<file path="src/logic/flash_wp_pkg.sv">
package flash_wp_pkg;

    // ==========================================================
    // Register map, byte addresses
    localparam logic [11:0] PROTECT_OFFSET = 12'h000;
    localparam logic [11:0] KEY_OFFSET = 12'h004;
    localparam logic [11:0] STATUS_OFFSET = 12'h008;

    // ==========================================================
    // Field layout
    localparam int UNLOCK_BIT = 31;
    localparam int BOUNDARY_WIDTH = 24;
    localparam logic [7:0] FLASH_PREFIX = 8'h1d;

    // ==========================================================
    // Reset values
    localparam logic UNLOCK_RESET = 1'b1;
    localparam logic [23:0] BOUNDARY_RESET = 24'h00_0000;

    // ==========================================================
    // Unlock key words, values arbitrary
    localparam logic [31:0] KEY_FIRST_WORD = 32'h3c5a_0f96;
    localparam logic [31:0] KEY_SECOND_WORD = 32'hc3a5_f069;

    // ==========================================================
    // Unlock sequence states
    typedef enum logic [1:0] {
        KEY_IDLE,
        KEY_FIRST,
        KEY_ARMED
    } key_state_type;

endpackage : flash_wp_pkg

</file>
<file path="src/logic/protect_check_if.sv">
`timescale 1ns/10ps

interface protect_check_if;
    logic [23:0] boundary;
    logic [31:0] addr;
    logic hit;

    modport owner (output boundary, output addr, input hit);
    modport checker_side (input boundary, input addr, output hit);
endinterface : protect_check_if

</file>
<file path="src/logic/page_protect_check.sv">
`timescale 1ns/10ps

module page_protect_check #(
    parameter int PAGE_BITS = 12
) (
    // Boundary and address under test
    protect_check_if.checker_side chk
);
    import flash_wp_pkg::*;

    logic [23:0] addr_page;
    logic [23:0] bnd_page;

    // ==========================================================
    // Page compare
    always_comb begin
        addr_page = chk.addr[23:0] >> PAGE_BITS;
        bnd_page = chk.boundary >> PAGE_BITS;
        chk.hit = 1'b0;
        if (chk.boundary != BOUNDARY_RESET) begin
            if (chk.addr[31:24] == FLASH_PREFIX) begin
                chk.hit = (addr_page <= bnd_page);
            end
        end
    end

endmodule : page_protect_check

</file>
<file path="src/logic/flash_page_write_protect.sv">
// Decided for this implementation: the placing of the registers and the APB interface to the registers.
`timescale 1ns/10ps

module flash_page_write_protect #(
    parameter int PAGE_BITS = 12
) (
    // Clock and reset
    input wire logic pclk,
    input wire logic presetn,
    // APB slave
    input wire logic psel,
    input wire logic penable,
    input wire logic pwrite,
    input wire logic [11:0] paddr,
    input wire logic [31:0] pwdata,
    output logic [31:0] prdata,
    output logic pready,
    output logic pslverr,
    // Flash write check
    input wire logic chk_valid,
    input wire logic [31:0] chk_addr,
    output logic chk_done,
    output logic chk_blocked
);
    import flash_wp_pkg::*;

    protect_check_if pc ();

    // Protect register
    logic unlock_reg;
    logic unlock_next;
    logic [23:0] boundary_reg;
    logic [23:0] boundary_next;

    // Unlock key sequence
    key_state_type key_reg;
    key_state_type key_next;

    // APB answer
    logic [31:0] prdata_reg;
    logic [31:0] prdata_next;
    logic pready_reg;
    logic pready_next;
    logic pslverr_reg;
    logic pslverr_next;

    // Flash write check answer
    logic done_reg;
    logic done_next;
    logic blocked_reg;
    logic blocked_next;

    // Decode and read views
    logic access;
    logic commit;
    logic mapped;
    logic key_write;
    logic protect_write;
    logic [31:0] protect_view;
    logic [31:0] status_view;

    // ==========================================================
    // Boundary checker
    assign pc.boundary = boundary_reg;
    assign pc.addr = chk_addr;

    page_protect_check #(
        .PAGE_BITS(PAGE_BITS)
    ) u_check (
        .chk(pc.checker_side)
    );

    // ==========================================================
    // APB handshake and decode
    assign access = psel && penable;
    assign commit = access && pready_reg;
    assign mapped = (paddr == PROTECT_OFFSET) || (paddr == KEY_OFFSET)
        || (paddr == STATUS_OFFSET);
    assign key_write = commit && pwrite && (paddr == KEY_OFFSET);
    assign protect_write = commit && pwrite && (paddr == PROTECT_OFFSET);

    // ==========================================================
    // Register read views
    always_comb begin
        protect_view = 32'h0000_0000;
        protect_view[UNLOCK_BIT] = unlock_reg;
        protect_view[BOUNDARY_WIDTH-1:0] = boundary_reg;
        status_view = 32'h0000_0000;
        status_view[0] = (key_reg == KEY_ARMED);
        status_view[1] = unlock_reg;
    end

    always_comb begin
        pready_next = access && !pready_reg;
        pslverr_next = access && !pready_reg && !mapped;
        prdata_next = 32'h0000_0000;
        if (access && !pready_reg && !pwrite) begin
            unique case (paddr)
                PROTECT_OFFSET: begin
                    prdata_next = protect_view;
                end
                STATUS_OFFSET: begin
                    prdata_next = status_view;
                end
                default: begin
                    prdata_next = 32'h0000_0000;
                end
            endcase
        end
    end

    // ==========================================================
    // Unlock key sequence
    always_comb begin
        key_next = key_reg;
        if (key_write) begin
            unique case (key_reg)
                KEY_IDLE: begin
                    key_next = (pwdata == KEY_FIRST_WORD) ? KEY_FIRST
                        : KEY_IDLE;
                end
                KEY_FIRST: begin
                    key_next = (pwdata == KEY_SECOND_WORD) ? KEY_ARMED
                        : KEY_IDLE;
                end
                KEY_ARMED: begin
                    key_next = (pwdata == KEY_FIRST_WORD) ? KEY_FIRST
                        : KEY_IDLE;
                end
                default: begin
                    key_next = KEY_IDLE;
                end
            endcase
        end
        if (protect_write) begin
            key_next = KEY_IDLE;
        end
    end

    // ==========================================================
    // Protect register
    always_comb begin
        unlock_next = unlock_reg;
        boundary_next = boundary_reg;
        if (protect_write && (key_reg == KEY_ARMED)
            && unlock_reg) begin
            boundary_next = pwdata[BOUNDARY_WIDTH-1:0];
            unlock_next = unlock_reg & pwdata[UNLOCK_BIT];
        end
    end

    // ==========================================================
    // Flash write check result
    always_comb begin
        done_next = chk_valid;
        blocked_next = chk_valid && pc.hit;
    end

    // ==========================================================
    // Protect register flip-flops
    always_ff @(posedge pclk or negedge presetn) begin
        if (!presetn) begin
            unlock_reg <= UNLOCK_RESET;
            boundary_reg <= BOUNDARY_RESET;
        end else begin
            unlock_reg <= unlock_next;
            boundary_reg <= boundary_next;
        end
    end

    // ==========================================================
    // Key sequence flip-flops
    always_ff @(posedge pclk or negedge presetn) begin
        if (!presetn) begin
            key_reg <= KEY_IDLE;
        end else begin
            key_reg <= key_next;
        end
    end

    // ==========================================================
    // APB answer flip-flops
    always_ff @(posedge pclk or negedge presetn) begin
        if (!presetn) begin
            prdata_reg <= 32'h0000_0000;
            pready_reg <= 1'b0;
            pslverr_reg <= 1'b0;
        end else begin
            prdata_reg <= prdata_next;
            pready_reg <= pready_next;
            pslverr_reg <= pslverr_next;
        end
    end

    // ==========================================================
    // Check answer flip-flops
    always_ff @(posedge pclk or negedge presetn) begin
        if (!presetn) begin
            done_reg <= 1'b0;
            blocked_reg <= 1'b0;
        end else begin
            done_reg <= done_next;
            blocked_reg <= blocked_next;
        end
    end

    // ==========================================================
    // Outputs
    assign prdata = prdata_reg;
    assign pready = pready_reg;
    assign pslverr = pslverr_reg;
    assign chk_done = done_reg;
    assign chk_blocked = blocked_reg;

endmodule : flash_page_write_protect

</file>
<file path="config.mk">
export PLATFORM = sky130hd
export DESIGN_NAME = flash_page_write_protect
export DESIGN_NICKNAME = d
export VERILOG_FILES = /design/src/logic/flash_wp_pkg.sv /design/src/logic/protect_check_if.sv /design/src/logic/page_protect_check.sv /design/src/logic/flash_page_write_protect.sv
export SDC_FILE = /design/constraint.sdc
export NUM_CORES = 1
export LEC_CHECK = 0
export BUFFER_PORTS_ARGS = -buffer_cell sky130_fd_sc_hd__buf_2
export CAP_MARGIN = 0
export CELL_PAD_IN_SITES_DETAIL_PLACEMENT = 1
export CELL_PAD_IN_SITES_GLOBAL_PLACEMENT = 1
export CORE_ASPECT_RATIO = 1.25
export CORE_MARGIN = 2
export CORE_UTILIZATION = 30
export DETAILED_ROUTE_END_ITERATION = 10
export PLACE_DENSITY_LB_ADDON = 0.25
export REMOVE_ABC_BUFFERS = 1
export SYNTH_ARGS = -nofsm -noshare
export SYNTH_HDL_FRONTEND = slang
export SYNTH_SLANG_ARGS = --single-unit
</file>
<file path="constraint.sdc">
create_clock -name pclk -period 2.85 [get_ports pclk]
set_clock_uncertainty 0.1 [all_clocks]
set_input_delay 0.57 -clock pclk [delete_from_list [all_inputs] [get_ports pclk]]
set_output_delay 0.57 -clock pclk [all_outputs]
set_load 0.02 [all_outputs]
</file>
==> results of run 1 <==
path summary, 6_finish.rpt:
kind                            startpoint         endpoint  slack, ps  depth (start not counted)
worst max-delay path                  psel  boundary_reg[5]        690                          5
worst min-delay path               presetn       key_reg[1]        190                          1
worst max register to register      pready  boundary_reg[5]        700                          4
worst min register to register  unlock_reg       unlock_reg        390                          2
max in group asynchronous          presetn  boundary_reg[4]       1810                          2
min in group pclk                chk_valid         chk_done        290                          1
where the power goes:
group	leakage, nW	internal, mW	switching [mW]	total (mW)
Clock	0.0691	0.351	0.297	0.648
Sequential	0.775	0.796	0.00145	0.798
Combinational	0.987	0.0582	0.0800	0.138
per-layer routing:
metal / vias to the layer above / track usage / wire, um
li1: 1015 / - / -
met1: 1008 / 0.169 / 2830
met2: 67 / 0.264 / 3740
met3: 8 / 0.0392 / 420
met4: 0 / 0.0554 / 122
met5: - / 0 / 0
metrics by stage:
step	worst slack (ps)	hold slack, ps	area [sq um]	total power, mW	utilization
CTS	691	212	3500	1.60	0.385
global route	610	240	3500	1.64	0.385
global placement	371	380	3340	0.951	0.368
detailed placement	371	388	3340	0.954	0.368
finish	693	186	3500	1.58	0.385
floorplan	544	174	2660	0.855	-
worst reg2reg max path: stages (launching register included):
cell	delay [ps]
dfrtp_1	410
nand2_1	70
or3_4	350
or4_4	720
mux2_4	390
cell families after synthesis:
logic type                 Yosys count  share of synthesized area
AOI/OAI and AO/OA                   17                     0.0402
adders and majority gates           12                     0.0542
buffers and inverters               31                     0.0687
DFF                                 56                      0.507
muxes                               26                      0.132
other                                1                    0.00135
and+or+nand+nor                     86                      0.197
cells in the mapped netlist (2+ instances only):
| library cell | n | area share |
|---|---|---|
| nor4_2 | 2 | 0.0090 |
| a21oi_1 | 5 | 0.0090 |
| o21ai_0 | 3 | 0.0054 |
| nor4b_1 | 4 | 0.013 |
| nor4_1 | 10 | 0.023 |
| nor3_1 | 14 | 0.025 |
| mux2_4 | 20 | 0.11 |
| mux2_2 | 4 | 0.016 |
| nand2_1 | 7 | 0.0095 |
| or4b_2 | 2 | 0.0072 |
| ha_1 | 12 | 0.054 |
| dfrtp_1 | 55 | 0.50 |
| buf_4 | 7 | 0.019 |
| and2_1 | 11 | 0.025 |
| buf_12 | 2 | 0.014 |
| buf_6 | 2 | 0.0081 |
| inv_1 | 16 | 0.022 |
| clkbuf_1 | 4 | 0.0054 |
| mux2i_1 | 2 | 0.0072 |
| or3_1 | 4 | 0.0090 |
| nand4_1 | 10 | 0.023 |
| nor2_1 | 9 | 0.012 |
final cells by class:
type | count | area share
sequential | 56 | 0.401
timing repair buffer | 103 | 0.151
tap | 123 | 0.0440
clock buffer | 6 | 0.0397
multi-input combinational | 148 | 0.343
inverter | 16 | 0.0172
clock inverter | 2 | 0.00429
==> impl_metrics.env, run 1 <==
export IMPL_outcome="finished, final reports clean"
export IMPL_tns_ps=0
export IMPL_synth_top_flop_cell="dfrtp_1"
export IMPL_power_density_nw_per_um2=453
export IMPL_io_buffer_count=98
export IMPL_start_util=0.305
export IMPL_clock_sink_count=56
export IMPL_period_minus_slack_ps=2160
export IMPL_slowest_stage="or4_4"
export IMPL_slew_viol_final=0
export IMPL_grt_max_degree=29
export IMPL_netlist_area_sq_um=2770
export IMPL_seqCellArea_sq_um=1400
export IMPL_die_h_um=111
export IMPL_nNetsFinal=424
export IMPL_fillers=1067
export IMPL_grt_pass1_wl_um=11500
export IMPL_mostFrequentLayoutCell="buf_2"
export IMPL_dr_pass1_iters=4
export IMPL_cp_arrival_ps=2240
export IMPL_synth_cells=229
export IMPL_grt_total_usage=0.147
export IMPL_hold_violations=0
export IMPL_instances_no_fill=454
export IMPL_max_slew_margin=0.573
export IMPL_mostFrequentLayoutCells="buf_2 (98), dfrtp_1 (55), mux2_4 (20), inv_1 (16), nor3_1 (14)"
export IMPL_row_count=39
export IMPL_fp_dieW_um=89.9
export IMPL_setup_violations=0
export IMPL_cp_start_kind="primary input"
export IMPL_maxCapViolCount=0
export IMPL_cts_tree="done"
export IMPL_grt_pass1_vias=2253
export IMPL_io_pins=118
export IMPL_cts_root_buf="clkbuf_16"
export IMPL_cp_num_buf_inv=1
export IMPL_final_layout_size_suffix_gt1_frac=0.435
export IMPL_area_growth_pct=26.3
export IMPL_cp_top_family="simple AND/OR/NAND/NOR gates"
export IMPL_viasPerCell=4.62
export IMPL_largest_register_ffs=25
export IMPL_async_flop_share=1.00
export IMPL_clock_latency_ps=300
export IMPL_avgSynthCellArea_sq_um=12.1
export IMPL_antenna_left=0
export IMPL_grt_overflow_total=0
export IMPL_rsz0062_at_grt="no"
export IMPL_dp_cells=446
export IMPL_endpoint_kind="flop"
export IMPL_p_leak_nw=1.83
export IMPL_routabilityCongestion=0.737
export IMPL_antenna_cells=0
export IMPL_post_drt_wl_per_cell_um=15.7
export IMPL_hold_path_class="primary input to async pin"
export IMPL_routed_wirelength_um=7110
export IMPL_multi_input_area_sq_um=1200
export IMPL_cts_resized=0
export IMPL_fin_crit_sh=0.757
export IMPL_synth_yosys_seq_area_share=0.507
export IMPL_die_area_sq_um=10000
export IMPL_ctsHoldBuffers=0
export IMPL_htreeDepth=2
export IMPL_num_vias=2098
export IMPL_synth_edff_count=0
export IMPL_antenna_found_initial=0
export IMPL_worst_path_max_fanout=24
export IMPL_cts_buffers=5
export IMPL_drt_iter0_markers=36
export IMPL_ir_drop_v=0.000227
export IMPL_max_freq_ghz=0.464
export IMPL_worst_pin_slew_ps=640
export IMPL_max_stage_delay_ps=720
export IMPL_core_area_sq_um=9080
export IMPL_synth_warnings=0
export IMPL_cts_setup_buffers=0
export IMPL_ys_types=46
export IMPL_ctsLongestPathBuffers=2
export IMPL_path_class="primary input to flop"
export IMPL_dp_hpwl_um=5780
export IMPL_path_cells="buf_2 > nand2_1 > or3_4 > or4_4 > mux2_4"
export IMPL_critPathRequiredTime_ps=2930
export IMPL_post_route_drc_count=0
export IMPL_ys_seq_elements=56
export IMPL_clk_pin_slew_ps=80
(Power assumes the default switching activity.)
==> run 2, diff against run 1 <==
==> constraint.sdc (replaced) <==
create_clock -name pclk -period 1.9 [get_ports pclk]
set_clock_uncertainty 0.1 [all_clocks]
set_input_delay 0.38 -clock pclk [delete_from_list [all_inputs] [get_ports pclk]]
set_output_delay 0.38 -clock pclk [all_outputs]
set_load 0.02 [all_outputs]
==> run 2 against run 1 <==
First-iteration DRC count rose by 61%. Design area rose by 6.4%. Register-to-register slack got worse by 760 ps. Sequential power rose by 50%. Worst setup slack got worse by 750 ps. Via count rose by 5.4%. Combinational power rose by 75%. The run now ends with setup timing left. Die area did not move. Flip-flop and latch count did not move. Clock power rose by 43%.
==> impl_metrics.env, run 2 (synthesized netlist as in run 1, its figures left out) <==
export IMPL_grt_total_usage=0.153
export IMPL_path_class="flop to flop"
export IMPL_num_vias=2211
export IMPL_clk_pin_slew_ps=70
export IMPL_cts_buffers=5
export IMPL_grt_pass1_wl_um=12000
export IMPL_max_freq_ghz=0.510
export IMPL_setup_slack_ps=-60.3
export IMPL_row_count=39
export IMPL_grt_max_degree=41
export IMPL_violations="setup timing"
export IMPL_cts_setup_buffers=0
export IMPL_io_pins=118
export IMPL_setup_violations=24
export IMPL_worst_path_max_fanout=19
export IMPL_cts_root_buf="clkbuf_16"
export IMPL_grt_overflow_total=0
export IMPL_fp_dieW_um=89.9
export IMPL_endpoint_kind="flop"
export IMPL_min_path_cells=1
export IMPL_hold_ws_ps=112
export IMPL_die_h_um=111
export IMPL_dp_hpwl_um=5940
export IMPL_hold_violations=0
export IMPL_clock_sink_count=56
export IMPL_cp_arrival_ps=2040
export IMPL_mostFrequentLayoutCells="buf_2 (98), dfrtp_1 (55), buf_4 (26), mux2_4 (20), inv_1 (16)"
export IMPL_critPathRequiredTime_ps=1980
export IMPL_hold_path_end="chk_done"
export IMPL_cp_start_kind="flop"
export IMPL_grt_pass1_vias=2397
export IMPL_area_growth_pct=34.4
export IMPL_r2r_end="boundary_reg[6]"
export IMPL_clock_latency_ps=290
export IMPL_slew_viol_final=0
export IMPL_viasPerCell=4.63
export IMPL_ctsLongestPathBuffers=2
export IMPL_cts_tree="done"
export IMPL_power_density_nw_per_um2=636
export IMPL_die_area_sq_um=10000
export IMPL_r2r_start="pready"
export IMPL_core_area_sq_um=9080
export IMPL_ir_drop_v=0.000355
export IMPL_r2r_setup_slack_ps=-60
export IMPL_max_stage_delay_ps=510
export IMPL_nNetsFinal=448
export IMPL_fin_crit_sh=1.03
export IMPL_rsz0062_at_grt="yes"
export IMPL_dr_pass1_iters=2
export IMPL_largest_register_ffs=25
export IMPL_path_cells="nand2_1 > or3_4 > or4_4 > buf_12 > mux2_4"
export IMPL_tns_ps=-1130
export IMPL_routed_wirelength_um=7370
export IMPL_cp_num_buf_inv=1
export IMPL_antenna_left=0
export IMPL_maxCapViolCount=0
export IMPL_mostFrequentLayoutCell="buf_2"
export IMPL_hold_start="chk_valid"
export IMPL_cp_top_family="simple AND/OR/NAND/NOR gates"
export IMPL_htreeDepth=2
export IMPL_slowest_stage="or4_4"
export IMPL_instances_no_fill=478
export IMPL_drt_iter0_markers=58
export IMPL_power_total_mw=2.37
export IMPL_routabilityCongestion=0.743
export IMPL_dp_cells=469
export IMPL_hold_path_class="primary input to flop"
export IMPL_p_leak_nw=1.97
export IMPL_final_layout_size_suffix_gt1_frac=0.476
export IMPL_period_minus_slack_ps=1960
export IMPL_post_drt_wl_per_cell_um=15.4
export IMPL_start_util=0.305
export IMPL_outcome="complete, but fails checks"
export IMPL_reg2reg_depth=5
export IMPL_post_route_drc_count=0
export IMPL_io_buffer_count=98
export IMPL_antenna_found_initial=0
export IMPL_antenna_cells=0
run 2: stage by stage:
step / util / area, sq um / setup slack [ps]
after global routing: 0.410 / 3720 / -113
after CTS: 0.408 / 3700 / -61.5
after global placement: 0.390 / 3540 / -255
final: 0.410 / 3720 / -60.3
after detailed placement: 0.390 / 3540 / -271
after floorplan: - / 2660 / -239
run 2: repair_timing:
| action | CTS | global route |
|---|---|---|
| gates resized for setup | 1 | 3 |
| setup endpoints to repair | 25 | 26 |
| hold endpoints to repair | 15 | 0 |
| hold buffers | 1 | 0 |
| pin swaps | 1 | 3 |
run 2: layer usage:
layer | global-route usage | routed length, um
met5 | 0 | 0
met4 | 0.0523 | 115
met3 | 0.0365 | 385
met2 | 0.277 | 3930
met1 | 0.177 | 2940
run 2: final cells by class:
type                    count  area (sq um)
clock buffers               8           146
fillers                  1065          5360
multi-input cells         148          1220
repair buffers            127           736
well taps                 123           154
inverters                  16          60.1
flip-flops and latches     56          1400
run 2: power breakdown:
part	internal, mW	switching, mW	total (mW)
Sequential	1.19	0.00144	1.20
Clock	0.527	0.402	0.929
Combinational	0.113	0.128	0.241
Total	1.83	0.532	2.37
run 2: worst max path at each step:
stage	from	end	slack [ps]	cells past startpoint
2_1_floorplan	pready	boundary_reg[0]	-240	4
3_3_place_gp	paddr[7]	boundary_reg[17]	-260	6
3_5_place_dp	paddr[1]	boundary_reg[6]	-270	6
4_1_cts	pready	boundary_reg[6]	-60	5
5_1_grt	pready	boundary_reg[21]	-110	5
6_report	pready	boundary_reg[6]	-60	5
